==> src/pcicsr_consts.svh <==
// Contract
// RULE1: pin interrupt mask bit 10 clear lets pending interrupt drive the request pin.
// RULE2: back-to-back enable bit 9 reads 0; no fast back-to-back transactions.
// RULE3: system error drive enable bit 8 gates the system error pin driver.
// RULE4: address stepping control bit 7 reads 0; address stepping never used.
// RULE5: parity response bit 6 clear: flag still set, parity pin not driven.
// RULE6: palette snoop bit 5 always reads 0.
// RULE7: write-invalidate enable bit 4 permits Memory Write and Invalidate use.
// RULE8: special cycle monitor bit 3 clear ignores special cycles, set monitors.
// RULE9: master enable bit 2 gates initiating transactions as bus master.
// RULE10: memory decode enable bit 1 gates response to memory accesses.
// RULE11: I/O space enable bit 0 reads 0; never respond to I/O accesses.
// RULE12: status parity reporting follows the parity response enable setting.
// RULE13: interrupt pending flag follows back end; pin low only if flag and unmasked.
// RULE14: master parity flag needs parity pin seen while master and response enabled.
// RULE15: select timing field hardwired to medium decode timing.
// RULE16: parity detected flag set on every detected parity error.
// RULE17: writes to hardwired or reserved bits ignored; fixed values keep reading.
`ifndef PCICSR_CONSTS_SVH
`define PCICSR_CONSTS_SVH

// ----------------------------------------------------------------
// configuration space location
// ----------------------------------------------------------------
`define PCICSR_OFF_CMDSTAT 8'h04

// ----------------------------------------------------------------
// command register bit positions
// ----------------------------------------------------------------
`define PCICSR_CMD_INT_MASK 10
`define PCICSR_CMD_BTOB 9
`define PCICSR_CMD_SYSTEM_ERROR_DRIVE_ENABLE 8
`define PCICSR_CMD_STEP 7
`define PCICSR_CMD_PAR_RESP 6
`define PCICSR_CMD_PALETTE 5
`define PCICSR_CMD_WR_INV 4
`define PCICSR_CMD_SPC_MON 3
`define PCICSR_CMD_MASTER 2
`define PCICSR_CMD_MEM_DEC 1
`define PCICSR_CMD_IO 0

// ----------------------------------------------------------------
// status register bit positions and fixed values
// ----------------------------------------------------------------
`define PCICSR_ST_BASE 16
`define PCICSR_ST_DET_PAR 15
`define PCICSR_ST_SIG_SYS 14
`define PCICSR_ST_RCV_MABT 13
`define PCICSR_ST_RCV_TABT 12
`define PCICSR_ST_SIG_TABT 11
`define PCICSR_ST_SEL_HI 10
`define PCICSR_ST_SEL_LO 9
`define PCICSR_ST_MST_PAR 8
`define PCICSR_ST_BTOB_CAP 7
`define PCICSR_ST_CAP66 5
`define PCICSR_ST_CAP_LIST 4
`define PCICSR_ST_INT_STAT 3
`define PCICSR_SEL_MEDIUM 2'h1
`define PCICSR_CAP66_VAL 1'h0
`define PCICSR_CAP_LIST_VAL 1'h1
`define PCICSR_ZERO_WORD 32'h00000000
`define PCICSR_ZERO_HALF 16'h0000

`endif

==> src/pcicsr_pkg.sv <==
package pcicsr_pkg;

    // register state of the command/status block
    typedef struct packed {
        logic int_mask;
        logic system_error_drive_enable;
        logic par_resp;
        logic wr_inv;
        logic spc_mon;
        logic master;
        logic mem_dec;
        logic det_par;
        logic sig_sys;
        logic rcv_mabt;
        logic rcv_tabt;
        logic mst_par;
        logic int_stat;
        logic perr_s1;
        logic perr_s2;
        logic [31:0] rdata;
        logic rvalid;
    } pcicsr_state_s;

    // pin driver state
    typedef struct packed {
        logic intr_oe;
        logic serr_oe;
        logic perr_oe;
    } pcicsr_pin_s;

endpackage

==> src/pcicsr_ctl_if.sv <==
`timescale 1ns/1ps
// control handed from the register bank to the pin drivers
interface pcicsr_ctl_if;
    logic int_pending;
    logic sys_err_req;
    logic par_err_req;

    modport bank (output int_pending, output sys_err_req, output par_err_req);
    modport pins (input int_pending, input sys_err_req, input par_err_req);
endinterface

==> src/pcicsr_top.sv <==
`timescale 1ns/1ps
`include "pcicsr_consts.svh"

module pcicsr_top (
    input wire logic clk,
    input wire logic rst_n,
    input wire logic [7:0] cfg_addr,
    input wire logic cfg_wr,
    input wire logic cfg_rd,
    input wire logic [3:0] cfg_be,
    input wire logic [31:0] cfg_wdata,
    output logic [31:0] cfg_rdata,
    output logic cfg_rvalid,
    input wire logic backend_int,
    input wire logic sys_err_event,
    input wire logic parity_err_det,
    input wire logic acting_master,
    input wire logic parity_error_pin_in,
    input wire logic master_abort_event,
    input wire logic target_abort_event,
    output logic interrupt_request_pin_o,
    output logic interrupt_request_pin_oe,
    output logic system_error_pin_o,
    output logic system_error_pin_oe,
    output logic parity_error_pin_o,
    output logic parity_error_pin_oe,
    output logic master_enable,
    output logic memory_decode_enable,
    output logic special_cycle_monitor,
    output logic write_invalidate_enable,
    output logic inout_space_enable,
    output logic back_to_back_enable,
    output logic address_stepping_control,
    output logic [1:0] select_timing
);
    pcicsr_pkg::pcicsr_state_s st;
    pcicsr_pkg::pcicsr_state_s next_st;
    pcicsr_ctl_if ctl ();
    logic hit;
    logic [15:0] cmd_val;
    logic [15:0] stat_val;
    logic par_pin_seen;
    logic fixed_lo;

    // ------------------------------------------------------------
    // read views; hardwired and reserved bits are constants
    // ------------------------------------------------------------
    assign hit = (cfg_addr == `PCICSR_OFF_CMDSTAT);
    assign fixed_lo = 1'h0;

    always_comb begin
        cmd_val = `PCICSR_ZERO_HALF; // see RULE17
        cmd_val[`PCICSR_CMD_INT_MASK] = st.int_mask;
        cmd_val[`PCICSR_CMD_BTOB] = fixed_lo; // see RULE2
        cmd_val[`PCICSR_CMD_SYSTEM_ERROR_DRIVE_ENABLE] = st.system_error_drive_enable;
        cmd_val[`PCICSR_CMD_STEP] = fixed_lo; // see RULE4
        cmd_val[`PCICSR_CMD_PAR_RESP] = st.par_resp;
        cmd_val[`PCICSR_CMD_PALETTE] = fixed_lo; // see RULE6
        cmd_val[`PCICSR_CMD_WR_INV] = st.wr_inv;
        cmd_val[`PCICSR_CMD_SPC_MON] = st.spc_mon;
        cmd_val[`PCICSR_CMD_MASTER] = st.master;
        cmd_val[`PCICSR_CMD_MEM_DEC] = st.mem_dec;
        cmd_val[`PCICSR_CMD_IO] = fixed_lo; // see RULE11
    end

    always_comb begin
        stat_val = `PCICSR_ZERO_HALF; // see RULE17
        stat_val[`PCICSR_ST_DET_PAR] = st.det_par;
        stat_val[`PCICSR_ST_SIG_SYS] = st.sig_sys;
        stat_val[`PCICSR_ST_RCV_MABT] = st.rcv_mabt;
        stat_val[`PCICSR_ST_RCV_TABT] = st.rcv_tabt;
        stat_val[`PCICSR_ST_SIG_TABT] = fixed_lo; // target abort is never issued
        stat_val[`PCICSR_ST_SEL_HI:`PCICSR_ST_SEL_LO] = `PCICSR_SEL_MEDIUM; // see RULE15
        stat_val[`PCICSR_ST_MST_PAR] = st.mst_par;
        stat_val[`PCICSR_ST_BTOB_CAP] = fixed_lo;
        stat_val[`PCICSR_ST_CAP66] = `PCICSR_CAP66_VAL;
        stat_val[`PCICSR_ST_CAP_LIST] = `PCICSR_CAP_LIST_VAL;
        stat_val[`PCICSR_ST_INT_STAT] = st.int_stat; // see RULE13
    end

    // the observed parity pin is the two-stage synced input, or our own detected parity error while parity response is on
    assign par_pin_seen = st.perr_s2 | (parity_err_det & st.par_resp);

    // ------------------------------------------------------------
    // next state: config writes, sticky flags, read data
    // ------------------------------------------------------------
    always_comb begin
        next_st = st;
        next_st.perr_s1 = parity_error_pin_in;
        next_st.perr_s2 = st.perr_s1;
        next_st.int_stat = backend_int; // mask never touches this flag, see RULE13
        next_st.rvalid = cfg_rd;
        next_st.rdata = `PCICSR_ZERO_WORD;
        if (cfg_rd && hit) begin
            next_st.rdata = {stat_val, cmd_val};
        end
        // writable command bits only; others are dropped, see RULE17
        if (cfg_wr && hit && cfg_be[1]) begin
            next_st.int_mask = cfg_wdata[`PCICSR_CMD_INT_MASK];
            next_st.system_error_drive_enable = cfg_wdata[`PCICSR_CMD_SYSTEM_ERROR_DRIVE_ENABLE];
        end
        if (cfg_wr && hit && cfg_be[0]) begin
            next_st.par_resp = cfg_wdata[`PCICSR_CMD_PAR_RESP];
            next_st.wr_inv = cfg_wdata[`PCICSR_CMD_WR_INV];
            next_st.spc_mon = cfg_wdata[`PCICSR_CMD_SPC_MON];
            next_st.master = cfg_wdata[`PCICSR_CMD_MASTER];
            next_st.mem_dec = cfg_wdata[`PCICSR_CMD_MEM_DEC];
        end
        // status flags clear on writing one; a same-cycle event still sets
        // clears come first so a flag raised in the clearing cycle is never lost
        if (cfg_wr && hit && cfg_be[3]) begin
            if (cfg_wdata[`PCICSR_ST_BASE + `PCICSR_ST_DET_PAR]) next_st.det_par = 1'h0;
            if (cfg_wdata[`PCICSR_ST_BASE + `PCICSR_ST_SIG_SYS]) next_st.sig_sys = 1'h0;
            if (cfg_wdata[`PCICSR_ST_BASE + `PCICSR_ST_RCV_MABT]) next_st.rcv_mabt = 1'h0;
            if (cfg_wdata[`PCICSR_ST_BASE + `PCICSR_ST_RCV_TABT]) next_st.rcv_tabt = 1'h0;
        end
        if (cfg_wr && hit && cfg_be[2]) begin
            if (cfg_wdata[`PCICSR_ST_BASE + `PCICSR_ST_MST_PAR]) next_st.mst_par = 1'h0;
        end
        if (parity_err_det) begin
            next_st.det_par = 1'h1; // see RULE16 see RULE5
        end
        if (sys_err_event && st.system_error_drive_enable) begin
            next_st.sig_sys = 1'h1; // see RULE3
        end
        if (master_abort_event) begin
            next_st.rcv_mabt = 1'h1;
        end
        if (target_abort_event) begin
            next_st.rcv_tabt = 1'h1;
        end
        if (par_pin_seen && acting_master && st.par_resp) begin
            next_st.mst_par = 1'h1; // see RULE14 see RULE12
        end
    end

    always_ff @(posedge clk or negedge rst_n) begin
        if (!rst_n) begin
            st <= '0;
        end else begin
            st <= next_st;
        end
    end

    // ------------------------------------------------------------
    // pin driver requests
    // ------------------------------------------------------------
    assign ctl.int_pending = st.int_stat & ~st.int_mask; // see RULE1 see RULE13
    assign ctl.sys_err_req = sys_err_event & st.system_error_drive_enable; // see RULE3
    assign ctl.par_err_req = parity_err_det & st.par_resp; // see RULE5 see RULE12

    pcicsr_pins u_pcicsr_pins (
        .clk(clk),
        .rst_n(rst_n),
        .ctl(ctl.pins),
        .intr_oe(interrupt_request_pin_oe),
        .serr_oe(system_error_pin_oe),
        .perr_oe(parity_error_pin_oe)
    );

    // ------------------------------------------------------------
    // outputs straight from flops or constants
    // ------------------------------------------------------------
    assign cfg_rdata = st.rdata;
    assign cfg_rvalid = st.rvalid;
    assign interrupt_request_pin_o = 1'h0; // open drain: only ever pulls low
    assign system_error_pin_o = 1'h0;
    assign parity_error_pin_o = 1'h0;
    assign master_enable = st.master; // see RULE9
    assign memory_decode_enable = st.mem_dec; // see RULE10
    assign special_cycle_monitor = st.spc_mon; // see RULE8
    assign write_invalidate_enable = st.wr_inv; // see RULE7
    assign inout_space_enable = fixed_lo; // see RULE11
    assign back_to_back_enable = fixed_lo; // see RULE2
    assign address_stepping_control = fixed_lo; // see RULE4
    assign select_timing = `PCICSR_SEL_MEDIUM; // see RULE15

    // ------------------------------------------------------------
    // checks
    // ------------------------------------------------------------
    a_intr_masked: assert property (@(posedge clk) disable iff (!rst_n) // see RULE1
        st.int_mask && $stable(st.int_mask) |=> !interrupt_request_pin_oe)
        else $error("interrupt pin driven while masked");
    a_btob_zero: assert property (@(posedge clk) disable iff (!rst_n) // see RULE2
        cfg_rvalid && $past(cfg_rd && hit) |-> !cfg_rdata[`PCICSR_CMD_BTOB])
        else $error("back-to-back bit read as one");
    a_serr_gated: assert property (@(posedge clk) disable iff (!rst_n) // see RULE3
        sys_err_event && !st.system_error_drive_enable |=> !system_error_pin_oe)
        else $error("system error driven while disabled");
    a_hardwired_read: assert property (@(posedge clk) disable iff (!rst_n) // see RULE17
        cfg_rd && hit |=> cfg_rdata[15:11] == 5'h00 && cfg_rdata[7] == 1'h0
        && cfg_rdata[5] == 1'h0 && cfg_rdata[0] == 1'h0 && cfg_rdata[18:16] == 3'h0)
        else $error("hardwired command bits not zero");
    a_perr_quiet: assert property (@(posedge clk) disable iff (!rst_n) // see RULE5
        parity_err_det && !st.par_resp |=> !parity_error_pin_oe && st.det_par)
        else $error("parity handling wrong with response disabled");
    a_det_par_set: assert property (@(posedge clk) disable iff (!rst_n) // see RULE16
        parity_err_det |=> st.det_par) else $error("parity detected flag missed");
    a_mst_par_cond: assert property (@(posedge clk) disable iff (!rst_n) // see RULE14
        $rose(st.mst_par) |-> $past(acting_master) && $past(st.par_resp))
        else $error("master parity flag set without cause");
    a_int_status: assert property (@(posedge clk) disable iff (!rst_n) // see RULE13
        backend_int ##1 backend_int && !st.int_mask |=> interrupt_request_pin_oe && st.int_stat)
        else $error("pending interrupt not reflected");
    a_sel_timing: assert property (@(posedge clk) disable iff (!rst_n) // see RULE15
        cfg_rd && hit |=> cfg_rdata[26:25] == 2'h1)
        else $error("select timing not medium");
    a_master_gate: assert property (@(posedge clk) disable iff (!rst_n) // see RULE9
        cfg_wr && hit && cfg_be[0] |=> master_enable == $past(cfg_wdata[`PCICSR_CMD_MASTER])
        && memory_decode_enable == $past(cfg_wdata[`PCICSR_CMD_MEM_DEC]))
        else $error("master or memory enable did not follow write");
    a_unmapped_zero: assert property (@(posedge clk) disable iff (!rst_n) // see RULE17
        cfg_rd && !hit |=> cfg_rvalid && cfg_rdata == `PCICSR_ZERO_WORD)
        else $error("unmapped read returned data");
    a_sig_sys_gate: assert property (@(posedge clk) disable iff (!rst_n) // see RULE3
        !st.sig_sys && !(sys_err_event && st.system_error_drive_enable) |=> !st.sig_sys)
        else $error("system error flag set without driven pin");
    a_cmd_follow: assert property (@(posedge clk) disable iff (!rst_n) // see RULE7
        cfg_wr && hit && cfg_be[0]
        |=> write_invalidate_enable == $past(cfg_wdata[`PCICSR_CMD_WR_INV])
        && special_cycle_monitor == $past(cfg_wdata[`PCICSR_CMD_SPC_MON]))
        else $error("write-invalidate or special cycle bit did not follow write");
endmodule // pcicsr_top

==> src/pcicsr_pins.sv <==
`timescale 1ns/1ps
`include "pcicsr_consts.svh"

module pcicsr_pins (
    input wire logic clk,
    input wire logic rst_n,
    pcicsr_ctl_if.pins ctl,
    output logic intr_oe,
    output logic serr_oe,
    output logic perr_oe
);
    pcicsr_pkg::pcicsr_pin_s st;
    pcicsr_pkg::pcicsr_pin_s next_st;

    // ------------------------------------------------------------
    // open-drain drivers: enable high means the pin is pulled low
    // ------------------------------------------------------------
    always_comb begin
        next_st = st;
        next_st.intr_oe = ctl.int_pending; // see RULE1 see RULE13
        next_st.serr_oe = ctl.sys_err_req; // see RULE3
        next_st.perr_oe = ctl.par_err_req; // see RULE5
    end

    always_ff @(posedge clk or negedge rst_n) begin
        if (!rst_n) begin
            st <= '0;
        end else begin
            st <= next_st;
        end
    end

    assign intr_oe = st.intr_oe;
    assign serr_oe = st.serr_oe;
    assign perr_oe = st.perr_oe;

    a_intr_follows: assert property (@(posedge clk) disable iff (!rst_n) // see RULE1
        ctl.int_pending |=> intr_oe) else $error("interrupt pin not driven");
    a_serr_follows: assert property (@(posedge clk) disable iff (!rst_n) // see RULE3
        !ctl.sys_err_req |=> !serr_oe) else $error("system error pin driven without cause");
endmodule // pcicsr_pins

==> config.mk <==
export PLATFORM = sky130hd
export DESIGN_NAME = pcicsr_top
export DESIGN_NICKNAME = d
export VERILOG_FILES = /design/src/pcicsr_pkg.sv /design/src/pcicsr_ctl_if.sv /design/src/pcicsr_top.sv /design/src/pcicsr_pins.sv
export VERILOG_INCLUDE_DIRS = /design/src /design/src/src
export SDC_FILE = /design/constraint.sdc
export NUM_CORES = 1
export LEC_CHECK = 0
export ABC_AREA = 1
export BUFFER_PORTS_ARGS = -buffer_cell sky130_fd_sc_hd__buf_4
export CAP_MARGIN = 10
export CORE_MARGIN = 2
export CORE_UTILIZATION = 37
export DETAILED_ROUTE_END_ITERATION = 8
export HOLD_SLACK_MARGIN = 0.12
export MAX_ROUTING_LAYER = met4
export PLACE_DENSITY = 0.79
export SYNTH_ARGS = -nofsm -noshare
export SYNTH_HDL_FRONTEND = slang
export SYNTH_SLANG_ARGS = --single-unit
==> constraint.sdc <==
create_clock -name clk -period 0.8 [get_ports clk]
set_input_delay 0.16 -clock clk [delete_from_list [all_inputs] [get_ports clk]]
set_output_delay 0.16 -clock clk [all_outputs]
set_load 0.01 [all_outputs]
Word level (Yosys, flattened, before mapping)
Cells that the tools add are included. Widths: inputs -> output; s select.

Bits in registers: 51. Input port bits: 55. Word-level logic and storage cells: 63. Output and inout bits: 48.

Muxes and demuxes: 13. Reduce and logical (&&, ||, !) cells: 24. Eq/ne operators: 1. Bitwise gates (word level): 5.

Operators by type and width (number): $mux 32 (1); $reduce_bool 2->1 (10); $mux 1 (11); $reduce_and 2->1 (5); $logic_and 1x1->1 (9); $eq 8x3->1 const B (1); $mux 4 (1); $and 1x1->1 (3); $not 1->1 (1); $or 1x1->1 (1).

Logic depth before layout (Yosys ltp)
Gate-level depths: netlist of run 1.

Depth in word-level cells: 6. Depth in mapped cells: 7. Mapped depth without buffers: 7.

Cells and area by module
A second synthesis of run 1 with hierarchy kept.

Cell total of the unflattened synthesis: 160. Area, all modules: 1561.5 µm².

By module, submodules not included: pcicsr_top (seq. area each 750.7 µm², area each 1486.4 µm², times used 1, cells an instance 157); pcicsr_pins (seq. area each 75.1 µm², area each 75.1 µm², times used 1, cells an instance 3).

Least setup slack after synthesis of run 1
OpenSTA, ideal clock, no wires.

Kind: input -> register. Start point: in cfg_addr[7]. End point: reg st, in the netlist cmd_val[6]. Setup slack: -0.115 ns. Arrival: 0.795 ns. Required time: 0.679 ns. Cell stages on the path: 6. Setup time: 0.121 ns. Buffers on the path: 0. Cell sequence: nor2_1 nand2_2 nor2_8 nand3_4 nand2_1 o21ai_1.

Longest elaborated chain between the ends: 3.

Ends and longest elaborated chain: start, declared (line pcicsr_top.sv:7) `input wire logic [7:0] cfg_addr,`; $eq 8x3->1 (no source line); $logic_and 1x1->1 (2 in series) (line pcicsr_top.sv:102) `if (cfg_wr && hit && cfg_be[0]) begin`; end signal, assigned (line pcicsr_top.sv:141) `st <= next_st;`; end, declared (line pcicsr_top.sv:36) `pcicsr_pkg::pcicsr_state_s st;`.

Every way passes these cells. A chain may end at the register's enable or synchronous reset.

Worst setup path after layout of run 1
Start point: reg st, in the netlist write_invalidate_enable. End point: out write_invalidate_enable.

RTL lines: end, declared (line pcicsr_top.sv:30) `output logic write_invalidate_enable,`.

No word-level cell between the ends.

==> results.md, run 1 <==
- Result of the run: finished, violations left
- Summed instance area of the synthesized netlist: 1561 µm²
- Leading cell types in the layout, fill and taps excluded: sky130_fd_sc_hd__buf_4, sky130_fd_sc_hd__dfrtp_1, sky130_fd_sc_hd__buf_6, sky130_fd_sc_hd__inv_1, sky130_fd_sc_hd__conb_1
- Antenna diode count: 0
- Total grt overflow: 0
- Critical-path cell with the highest stage delay: sky130_fd_sc_hd__dfrtp_1
- Clock skew: 3.562 ps
- Area taken by flip-flops and latches: 825.8 µm²
- Worst-skew pair later-pin latency: around 270 ps
- Peak fanout along the critical path: 2
- Critical Path RT: 640 ps
- Highest metal layer with signal wires: met4
- I/O pins: 103
- Detailed route wirelength on metal2: 1837 µm
- Layout cell share with drive strength beyond 1: 45.45%
- Vias per Instance: ~4
- Area used by multi-input combinational logic: 514.2 µm²
- Cell family contributing the most delay on the critical path: flip-flops
- Final clock period utilization by the worst path: 120.7%
- Residual DRC count: 0
- Floorplan die area: 4756 µm²
- Maximum buffer depth of the clock tree: 2
- Average footprint of a synthesized cell: 9.759 µm²
- Total length of routed wires: 3212 µm
- Unrepaired setup endpoints after global routing: yes
- DP Worst Slack: -325.4 ps
- Synthesized instance count: 160
- Width of the die: 68.97 µm
- H-Tree Level Count: 2
- Crit Reg-Reg Endpoint: memory_decode_enable
- Cell row count: 23
- Drt first pass iters: 4
- Total of fill cells in the finished design: 320
- Total global-route track usage: approximately 15%
- Clock-pin slew of the registers on the worst-case setup and hold paths: approximately 60 ps
- Terminating pin of the worst hold path: master_enable
- Via count of the first global-routing pass: 1025
- Max capacitance violation total: 0
- Failing checks: setup timing
- Fin. max-slew vios: 0
- DR iter-0 viols: 36
- Maximum number of pins on one net before global-route repair: 34
- Setup-violating endpoint count in the final report: 28
- Buffers & Inverters on Critical Path: 1
- Max Clk Rate: 1035 MHz
- Synthesis-stage register bit count: 33
- Number of placed cells counting well taps: 248
- Maximum ir drop on the vdd rail: 0.7029 mV
- Port buffer count: between 50 and 60
- Crit end category: output pin
- Source of the worst register-to-register timing path: memory_decode_enable
- Smallest setup slack after layout: -166.0 ps
- Clock Sink Count: 33
- Sequence of cells on the critical path: buf_6
- Number of antenna violations at the first check in global routing: 0
- Vertical die dimension: 68.97 µm
- Count of distinct cell types in the synthesized netlist: 18
- Data arrival time of the worst path: 810 ps
- Area of placed instances: around 1800 µm²
- Most common cell after layout, fill and taps aside: sky130_fd_sc_hd__buf_4
- ANT nets after route: 0
- Wire length of the first global-routing pass: 4657 µm
- Hold depth: 3
- Root buffer selected by CTS: sky130_fd_sc_hd__clkbuf_8
- Number of clock buffers inserted by TritonCTS: 5
- Maximum single-stage delay on the critical path: 400 ps
- Number of warning messages in the yosys log: 0
- Final standard cell area without fillers: 2247 µm²
- Met1 WL: 1169 µm
- Leakage: 1.213 nW
- Syn-to-layout area delta: 43.91%
- Final Instance Count excl. Fillers: 270
- R2R setup slack: ~20 ps
- Starting utilization of the core area: 38.76%
- Min-Delay Startpoint: cfg_wdata[2]
- Nets@finish: 276
- Final hold violation count: 0
- Critical setup path kind: reg -> out
- Total Power: 3.299 mW
- Detailed route wirelength on metal3: around 150 µm
- Seq/Total Area, Yosys: 52.88%
- GP Congestion: 0.6859
- Final HPWL from detailed placement: between 2000 and 2500 µm
- Depth of the most critical reg-to-reg path: 3
- Pwr/cell area: between 1000 and 1500 nW/µm²
- TritonCTS clock tree: yes
- Final critical path time including I/O delays and setup: ~970 ps
- Core box area: 4029 µm²
- Average wire per standard cell: ~12 µm
- Vias post-DR: around 1100
- Min-Delay Path Class: in -> reg
- Worst slack on hold paths: 130.8 ps
- Category of the worst setup path launch point: flop
## worst reg2reg max path: stages (launching register included)
cell and delay, ps:
sky130_fd_sc_hd__dfrtp_1 400, sky130_fd_sc_hd__buf_4 150, sky130_fd_sc_hd__nand2_2 70, sky130_fd_sc_hd__o21ai_2 50
## layer usage
metal,vias to the layer above,GRT usage [%]
li1,530,-
met1,512,14.75
met2,36,25.48
met3,6,5.519
met4,0,5.882
met5,-,-
## power by group
group | total (mW) | leakage, nW | switching [mW] | internal [mW]
sequential | 1.74 | 0.431 | 0.0254 | 1.72
combinational | 0.448 | 0.742 | 0.232 | 0.216
clock | 1.11 | 0.0399 | 0.536 | 0.571
total | 3.30 | 1.21 | 0.792 | 2.51
## state kept, by name, indices dropped and copies added (netlist names)
name and count:
special_cycle_monitor 1, st 7, u_pcicsr_pins.intr_oe 1, cfg_rdata 14
cfg_rvalid 1, next_st 1, write_invalidate_enable 1, u_pcicsr_pins.serr_oe 1
master_enable 1, memory_decode_enable 1, u_pcicsr_pins.perr_oe 1, cmd_val 3
## worst max path at each step
stage                            startpoint                       to  slack (ps)  cells after the start
floorplan                       cfg_addr[2]               cmd_val[6]        -110                      7
detailed placement              cfg_addr[2]     memory_decode_enable        -330                      8
global placement                cfg_addr[2]            master_enable        -270                      8
finish              write_invalidate_enable  write_invalidate_enable        -170                      1
global route        write_invalidate_enable  write_invalidate_enable        -200                      1
CTS                 write_invalidate_enable  write_invalidate_enable        -170                      1
## cell type report
type                       count  area share, %
clock buffer                   5          3.062
clock inverter                 1         0.2227
inverter                      27          4.844
multi-input combinational     83          22.88
sequential                    33          36.75
tap                           50          2.784
timing repair buffer          71          29.45
## stage by stage
| stage | util (%) | TNS, ps |
|---|---|---|
| global route | 55.78 | -4199 |
| detailed placement | 45.68 | -6805 |
| CTS | 54.10 | -3252 |
| floorplan | - | -1653 |
| global placement | 45.68 | -6230 |
| finish | 55.78 | -3043 |
## repair_timing
action,CTS,global route
cloned,2,0
resized for setup,31,16
hold endpoints to repair,42,0
hold buffers,8,0
endpoints found under the setup margin,29,37
pin swaps,8,16
buffers inserted,5,1
## Yosys cell counts, drive strengths merged
master / instances / area [µm²]
clkbuf: 1 / 3.750
nand4: 5 / 31.28
conb: 2 / 7.510
buf: 41 / 311.6
nor2: 19 / 115.1
nand3: 2 / 27.53
nand2: 22 / 95.09
o211ai: 1 / 7.510
o21ai: 7 / 35.03
inv: 27 / 101.4
dfrtp: 33 / 825.8
## logic make-up (layout without fill, tap and decap cells)
logic type	Yosys count	after routing	share of synthesized area, %
buf+inv	69	104	26.68
compound gates	8	8	2.724
simple gates	48	50	17.23
flops	33	33	52.88
other cells	2	25	0.4809
No activity file was read; power rests on OpenSTA's default activity.
==> inputs of run 2 (changes only) <==
--- a/config.mk
+++ b/config.mk
@@ -6,15 +6,17 @@
 export SDC_FILE = /design/constraint.sdc
 export NUM_CORES = 1
 export LEC_CHECK = 0
-export ABC_AREA = 1
+export ABC_AREA = 0
 export BUFFER_PORTS_ARGS = -buffer_cell sky130_fd_sc_hd__buf_4
 export CAP_MARGIN = 10
 export CORE_MARGIN = 2
 export CORE_UTILIZATION = 37
 export DETAILED_ROUTE_END_ITERATION = 8
+export GPL_TIMING_DRIVEN = 0
 export HOLD_SLACK_MARGIN = 0.12
 export MAX_ROUTING_LAYER = met4
-export PLACE_DENSITY = 0.79
+export PLACE_DENSITY = 0.8
+export REMOVE_ABC_BUFFERS = 1
 export SYNTH_ARGS = -nofsm -noshare
 export SYNTH_HDL_FRONTEND = slang
 export SYNTH_SLANG_ARGS = --single-unit
==> results.md, run 2 <==
- # hold bufs at CTS: 6 (-2)
- Failing checks: setup timing
- Synthesis-stage register bit count: 33 (unchanged)
- Final critical path time including I/O delays and setup: 1042 ps (+76.02 ps)
- Worst-skew pair later-pin latency: 270 ps (about the same)
- Peak fanout along the critical path: 5 (+3)
- Critical Path RT: 960 ps (+320 ps)
- Final Instance Count excl. Fillers: 233 (-14%)
- Clock skew: 3.344 ps (-0.2178 ps)
- Vias post-DR: 987 (-8.9%)
- Floorplan die area: 4569 µm² (-3.9%)
- Category of the worst setup path launch point: input pin
- Crit end category: flop
- Smallest setup slack after layout: -242.0 ps (-76.02 ps)
- Most common cell after layout, fill and taps aside: sky130_fd_sc_hd__buf_4
- Setup-violating endpoint count in the final report: 49 (+75%)
- Total Negative Setup Slacks: -7677 ps (-4635 ps)
- Post-synth top area cell: sky130_fd_sc_hd__dfrtp_1
- ANT nets after route: 0 (unchanged)
- TritonCTS clock tree: yes
- Ys flop type: sky130_fd_sc_hd__dfrtp_1
- Top cells by count, synth: sky130_fd_sc_hd__buf_4, sky130_fd_sc_hd__dfrtp_1, sky130_fd_sc_hd__and2_1
- GP Congestion: 0.6357 (-7.3%)
- Average wire per standard cell: 12.20 µm (+2.5%)
- Wire length of the first global-routing pass: 4498 µm (-3.4%)
- Antenna diode count: 0 (unchanged)
- Port buffer count: 57 (unchanged)
- Via count of the first global-routing pass: 989 (-3.5%)
- Width of the die: 67.60 µm (-2.0%)
- Number of synthesized flops with an enable pin: 0 (unchanged)
- Root buffer selected by CTS: sky130_fd_sc_hd__clkbuf_8
- Final clock period utilization by the worst path: 130.2% (+9.5 points)
- Leakage: 1.107 nW (-8.7%)
- H-Tree Level Count: 2 (unchanged)
- Residual DRC count: 0 (unchanged)
- Vertical die dimension: 67.60 µm (-2.0%)
- Summed instance area of the synthesized netlist: 1496 µm² (-4.2%)
- Clock Sink Count: 33 (unchanged)
- Layout cell share with drive strength beyond 1: 50.82% (+5.4 points)
- Average footprint of a synthesized cell: 12.68 µm² (+30%)
- Drt first pass iters: 2 (-2)
- Number of warning messages in the yosys log: 0 (unchanged)
- Max Clk Rate: 959.7 MHz (-7.3%)
- Min-Delay Path Class: in -> reg
- Top cells by area, synth: sky130_fd_sc_hd__dfrtp_1, sky130_fd_sc_hd__buf_4, sky130_fd_sc_hd__and2_1, sky130_fd_sc_hd__mux2_2, sky130_fd_sc_hd__nand4_1
- Share of the synthesized area in the top cell type: 55.18% (+2.3 points)
- DR iter-0 viols: 57 (+58%)
- Core box area: 3943 µm² (-2.1%)
- Unrepaired setup endpoints after global routing: yes
- Total global-route track usage: 14.55% (-0.064 points)
- Worst slack on hold paths: 79.94 ps (-50.87 ps)
- Number of flip-flops in the largest register: 14 (unchanged)
- Data arrival time of the worst path: 1200 ps (+390 ps)
- Pwr/cell area: 1556 nW/µm² (+6.0%)
- Starting utilization of the core area: 37.96% (-0.80 points)
- Final hold violation count: 0 (unchanged)
- Max capacitance violation total: 0 (unchanged)
- Vias per Instance: 4.236 (+5.5%)
- Result of the run: finished, violations left
- Syn-to-layout area delta: 43.73%
- Number of clock buffers inserted by TritonCTS: 5 (unchanged)
- Share of synthesized registers carrying an async set or reset: 100.0% (unchanged)
- Maximum number of pins on one net before global-route repair: 34 (unchanged)
- Critical setup path kind: in -> reg
- Fin. max-slew vios: 0 (unchanged)
- Number of placed cells counting well taps: 207 (-17%)
- Most repeated cell in the gate-level netlist after synthesis: sky130_fd_sc_hd__buf_4
- Seq/Total Area, Yosys: 55.18% (+2.3 points)
- Nets@finish: 238 (-14%)
- Maximum buffer depth of the clock tree: 2 (unchanged)
- Clock-pin slew of the registers on the worst-case setup and hold paths: 60 ps (about the same)
- Final HPWL from detailed placement: 1968 µm (-2.9%)
- Total length of routed wires: 2842 µm (-12%)
- Leading cell types in the layout, fill and taps excluded: sky130_fd_sc_hd__buf_4, sky130_fd_sc_hd__dfrtp_1, sky130_fd_sc_hd__buf_6, sky130_fd_sc_hd__conb_1, sky130_fd_sc_hd__and2_1
- Count of distinct cell types in the synthesized netlist: 18 (unchanged)
- Total grt overflow: 0 (unchanged)
- Synthesized instance count: 118 (-26%)
- Number of antenna violations at the first check in global routing: 0 (unchanged)
- I/O pins: 103 (unchanged)
- Share of the core filled with cells: 54.55% (-1.2 points)
- Maximum ir drop on the vdd rail: 0.6425 mV (-8.6%)
- Cell row count: 23 (unchanged)
[run 2: final cells by class]
cell class	instances	area, µm²
Sequential cell	33	825.8
Fill cell	355	1792
Clock buffer	7	86.33
Multi-Input combinational cell	68	485.5
Tap cell	50	62.56
Timing Repair Buffer	75	690.7
[run 2: cells by family after synthesis]
group | after synthesis | share of synthesized area (%)
compound gates | 5 | 2.592
buf+inv | 41 | 20.82
mux | 7 | 5.268
flops | 33 | 55.18
other cells | 2 | 0.5019
simple gates | 30 | 15.64
[run 2: critical path: stages]
cell	delay (ps)
sky130_fd_sc_hd__buf_6	100
sky130_fd_sc_hd__nor4_4	310
sky130_fd_sc_hd__buf_4	200
sky130_fd_sc_hd__nand4_4	130
sky130_fd_sc_hd__mux2_2	300
[run 2: what timing repair did]
action / in CTS / in global routing
gates cloned: 1 / 0
pin swaps: 13 / 6
buffers inserted: 10 / 2
endpoints found under the hold margin: 47 / 8
setup endpoints to repair: 49 / 49
resized for setup: 30 / 8
[run 2: worst paths after layout]
kind	start	depth (start not counted)	to	slack [ps]
min in group asynchronous	rst_n	2	cfg_rdata[3]	380
min	parity_err_det	2	st[40]	80
max	cfg_addr[6]	5	cmd_val[6]	-240
max reg2reg	write_invalidate_enable	2	write_invalidate_enable	-110
max in group asynchronous	rst_n	2	cmd_val[6]	130
min reg2reg	next_st[33]	0	st[33]	350
[run 2: metal layers]
metal  global-route usage (%)  vias to the layer above  part of all wire (%)
li1                         -                      453                     -
met1                    16.14                      455                    38
met2                    23.90                       74                    50
met3                    5.333                        5                    11
met4                    5.357                        0                   1.6
met5                        -                        -                     0
[run 2: per-stage QoR]
stage	worst slack, ps	instance area, µm²	power [mW]
after detailed placement	-766.3	1762	2.085
final	-242.0	2151	3.347
after floorplan	-407.0	1271	1.876
after global routing	-261.7	2151	3.529
after global placement	-711.9	1762	2.076
after CTS	-234.1	2103	3.395
[run 2: power breakdown]
part / internal, mW / switching [mW]
clock: 0.681 / 0.533
sequential: 1.72 / 0.0259
combinational: 0.217 / 0.170
total: 2.62 / 0.729
==> inputs of run 3 (changes only) <==
--- a/config.mk
+++ b/config.mk
@@ -9,8 +9,10 @@
 export ABC_AREA = 0
 export BUFFER_PORTS_ARGS = -buffer_cell sky130_fd_sc_hd__buf_4
 export CAP_MARGIN = 10
+export CELL_PAD_IN_SITES_DETAIL_PLACEMENT = 0
+export CELL_PAD_IN_SITES_GLOBAL_PLACEMENT = 1
 export CORE_MARGIN = 2
-export CORE_UTILIZATION = 37
+export CORE_UTILIZATION = 27
 export DETAILED_ROUTE_END_ITERATION = 8
 export GPL_TIMING_DRIVEN = 0
 export HOLD_SLACK_MARGIN = 0.12
==> results.md, run 3 (synthesis gave the netlist of run 2 again) <==
- Maximum number of pins on one net before global-route repair: 34 (unchanged)
- Sequence of cells on the critical path: buf_6 -> nor4_4 -> buf_4 -> nand4_4 -> mux2_2
- Unrepaired setup endpoints after global routing: yes
- TritonCTS clock tree: yes
- Total global-route track usage: 10.75% (-3.8 points)
- Starting utilization of the core area: 27.51% (-10 points)
- Root buffer selected by CTS: sky130_fd_sc_hd__clkbuf_8
- Layout cell share with drive strength beyond 1: 51.65% (+0.83 points)
- Residual DRC count: 0 (unchanged)
- Buffers & Inverters on Critical Path: 2 (unchanged)
- Clock skew: 6.121 ps (+2.777 ps)
- GP Congestion: 0.6242 (-1.8%)
- Vias post-DR: 983 (-0.41%)
- Width of the die: 78.45 µm (+16%)
- Final hold violation count: 0 (unchanged)
- Most common cell after layout, fill and taps aside: sky130_fd_sc_hd__buf_4
- Crit end category: flop
- Total Power: 3.399 mW (+1.6%)
- Total of fill cells in the finished design: 526 (+48%)
- Drt first pass iters: 2 (unchanged)
- Final HPWL from detailed placement: 1977 µm (+0.48%)
- Leakage: 1.114 nW (+0.56%)
- Port buffer count: 57 (unchanged)
- Data arrival time of the worst path: 1170 ps (-30 ps)
- Vertical die dimension: 78.45 µm (+16%)
- Critical setup path kind: in -> reg
- Core box area: 5439 µm² (+38%)
- Total grt overflow: 0 (unchanged)
- Number of flip-flops in the largest register: 14 (unchanged)
- Routing layer with the top usage in global route: met2
- Met3 track demand over resource in global routing: 3.793% (-1.5 points)
- Final clock period utilization by the worst path: 125.7% (-4.6 points)
- Share of the core filled with cells: 40.35% (-14 points)
- ANT nets after route: 0 (unchanged)
- Worst-skew pair later-pin latency: 280 ps (about the same)
- Clock Sink Count: 33 (unchanged)
- Nets@finish: 237 (-0.42%)
- Category of the worst setup path launch point: input pin
- I/O pins: 103 (unchanged)
- Final critical path time including I/O delays and setup: 1005 ps (-36.65 ps)
- Clock-pin slew of the registers on the worst-case setup and hold paths: 60 ps (about the same)
- Average wire per standard cell: 11.78 µm (-3.4%)
- Critical Path RT: 960 ps (about the same)
- Final standard cell area without fillers: 2195 µm² (+2.0%)
- Cell row count: 27 (+17%)
- # hold bufs at CTS: 6 (unchanged)
- Vias per Instance: 3.870 (-8.6%)
- DR iter-0 viols: 24 (-58%)
- Number of clock buffers inserted by TritonCTS: 5 (unchanged)
- Critical-path cell with the highest stage delay: sky130_fd_sc_hd__mux2_2
- Wire length of the first global-routing pass: 4712 µm (+4.8%)
- Failing checks: setup timing
- H-Tree Level Count: 2 (unchanged)
- DP Worst Slack: -738.5 ps (+27.77 ps)
- Syn-to-layout area delta: 46.66%
- Max capacitance violation total: 0 (unchanged)
- Cell family contributing the most delay on the critical path: simple AND/OR/NAND/NOR gates
- Result of the run: finished, violations left
- Total length of routed wires: 2992 µm (+5.3%)
- Peak fanout along the critical path: 5 (unchanged)
- Area of placed instances: 1789 µm² (+1.6%)
- Max Clk Rate: 994.7 MHz (+3.6%)
- Number of antenna violations at the first check in global routing: 0 (unchanged)
- Smallest setup slack after layout: -205.3 ps (+36.65 ps)
- Antenna diode count: 0 (unchanged)
- Pwr/cell area: 1549 nW/µm² (-0.46%)
- Min-Delay Path Class: in -> reg
- Maximum single-stage delay on the critical path: 300 ps (about the same)
- Met2 track demand over resource in global routing: 15.60% (-8.3 points)
- Leading cell types in the layout, fill and taps excluded: sky130_fd_sc_hd__buf_4, sky130_fd_sc_hd__dfrtp_1, sky130_fd_sc_hd__buf_6, sky130_fd_sc_hd__conb_1, sky130_fd_sc_hd__and2_1
- Maximum ir drop on the vdd rail: 0.5825 mV (-9.3%)
- Maximum buffer depth of the clock tree: 2 (unchanged)
- Via count of the first global-routing pass: 950 (-3.9%)
- Fin. max-slew vios: 0 (unchanged)
- Setup-violating endpoint count in the final report: 48 (-2.0%)
- Global-route met1 utilization: 13.75% (-2.4 points)
- Floorplan die area: 6154 µm² (+35%)
run 3: changes by cell type in the layout (fill, tap and decap cells not counted):
cell	previous run	this run
sky130_fd_sc_hd__dlymetal6s4s_1	0	1
sky130_fd_sc_hd__and2_1	12	10
sky130_fd_sc_hd__buf_4	39	36
sky130_fd_sc_hd__dlygate4sd3_1	6	5
sky130_fd_sc_hd__buf_6	30	31
sky130_fd_sc_hd__and2_4	4	6
sky130_fd_sc_hd__buf_12	0	1
run 3: metal layers:
metal  share of wire [%]  vias to the layer above
li1                    -                      450
met1                  44                      474
met2                  47                       54
met3                 7.3                        5
met4                 1.6                        0
met5                   0                        -
run 3: what timing repair did:
action,4_1_cts,5_1_grt
pin swaps,25,9
gates resized for setup,34,8
setup endpoints to repair,49,49
hold endpoints to repair,47,8
buffers inserted,10,1
gates cloned,1,0
run 3: report_power, final:
| group | total, mW | switching, mW | internal [mW] | leakage, nW |
|---|---|---|---|---|
| combinational | 0.392 | 0.173 | 0.220 | 0.638 |
| clock | 1.26 | 0.577 | 0.682 | 0.0443 |
| sequential | 1.75 | 0.0291 | 1.72 | 0.431 |
| total | 3.40 | 0.779 | 2.62 | 1.11 |
run 3: cell type report:
| class | instances | area, µm² | share of cell area [%] |
|---|---|---|---|
| flip-flops and latches | 33 | 825.8 | 37.63 |
| repair buffers | 74 | 701.9 | 31.98 |
| multi-input cells | 68 | 490.5 | 22.35 |
| well taps | 72 | 90.09 | 4.105 |
| clock buffers | 7 | 86.33 | 3.934 |
run 3: path summary, 6_finish.rpt:
kind                                       startpoint                    end  slack (ps)  depth (start not counted)
max in group asynchronous                       rst_n                 st[40]         140                          2
worst min register to register            next_st[33]                 st[33]         350                          0
min in group asynchronous                       rst_n             cfg_rvalid         360                          2
worst max-delay path                      cfg_addr[6]  special_cycle_monitor        -210                          5
worst max register to register  special_cycle_monitor  special_cycle_monitor         -80                          2
worst min-delay path                   parity_err_det                 st[40]          90                          2
run 3: through the flow:
step / hold WS (ps) / std cells / setup TNS (ps)
3_5_place_dp: 131.2 / 229 / -16890
5_1_grt: 84.76 / 254 / -8711
4_1_cts: 85.70 / 253 / -7081
6_report: 85.94 / 254 / -7292
3_3_place_gp: 128.1 / 229 / -16620
2_1_floorplan: -135.6 / 100 / -8131
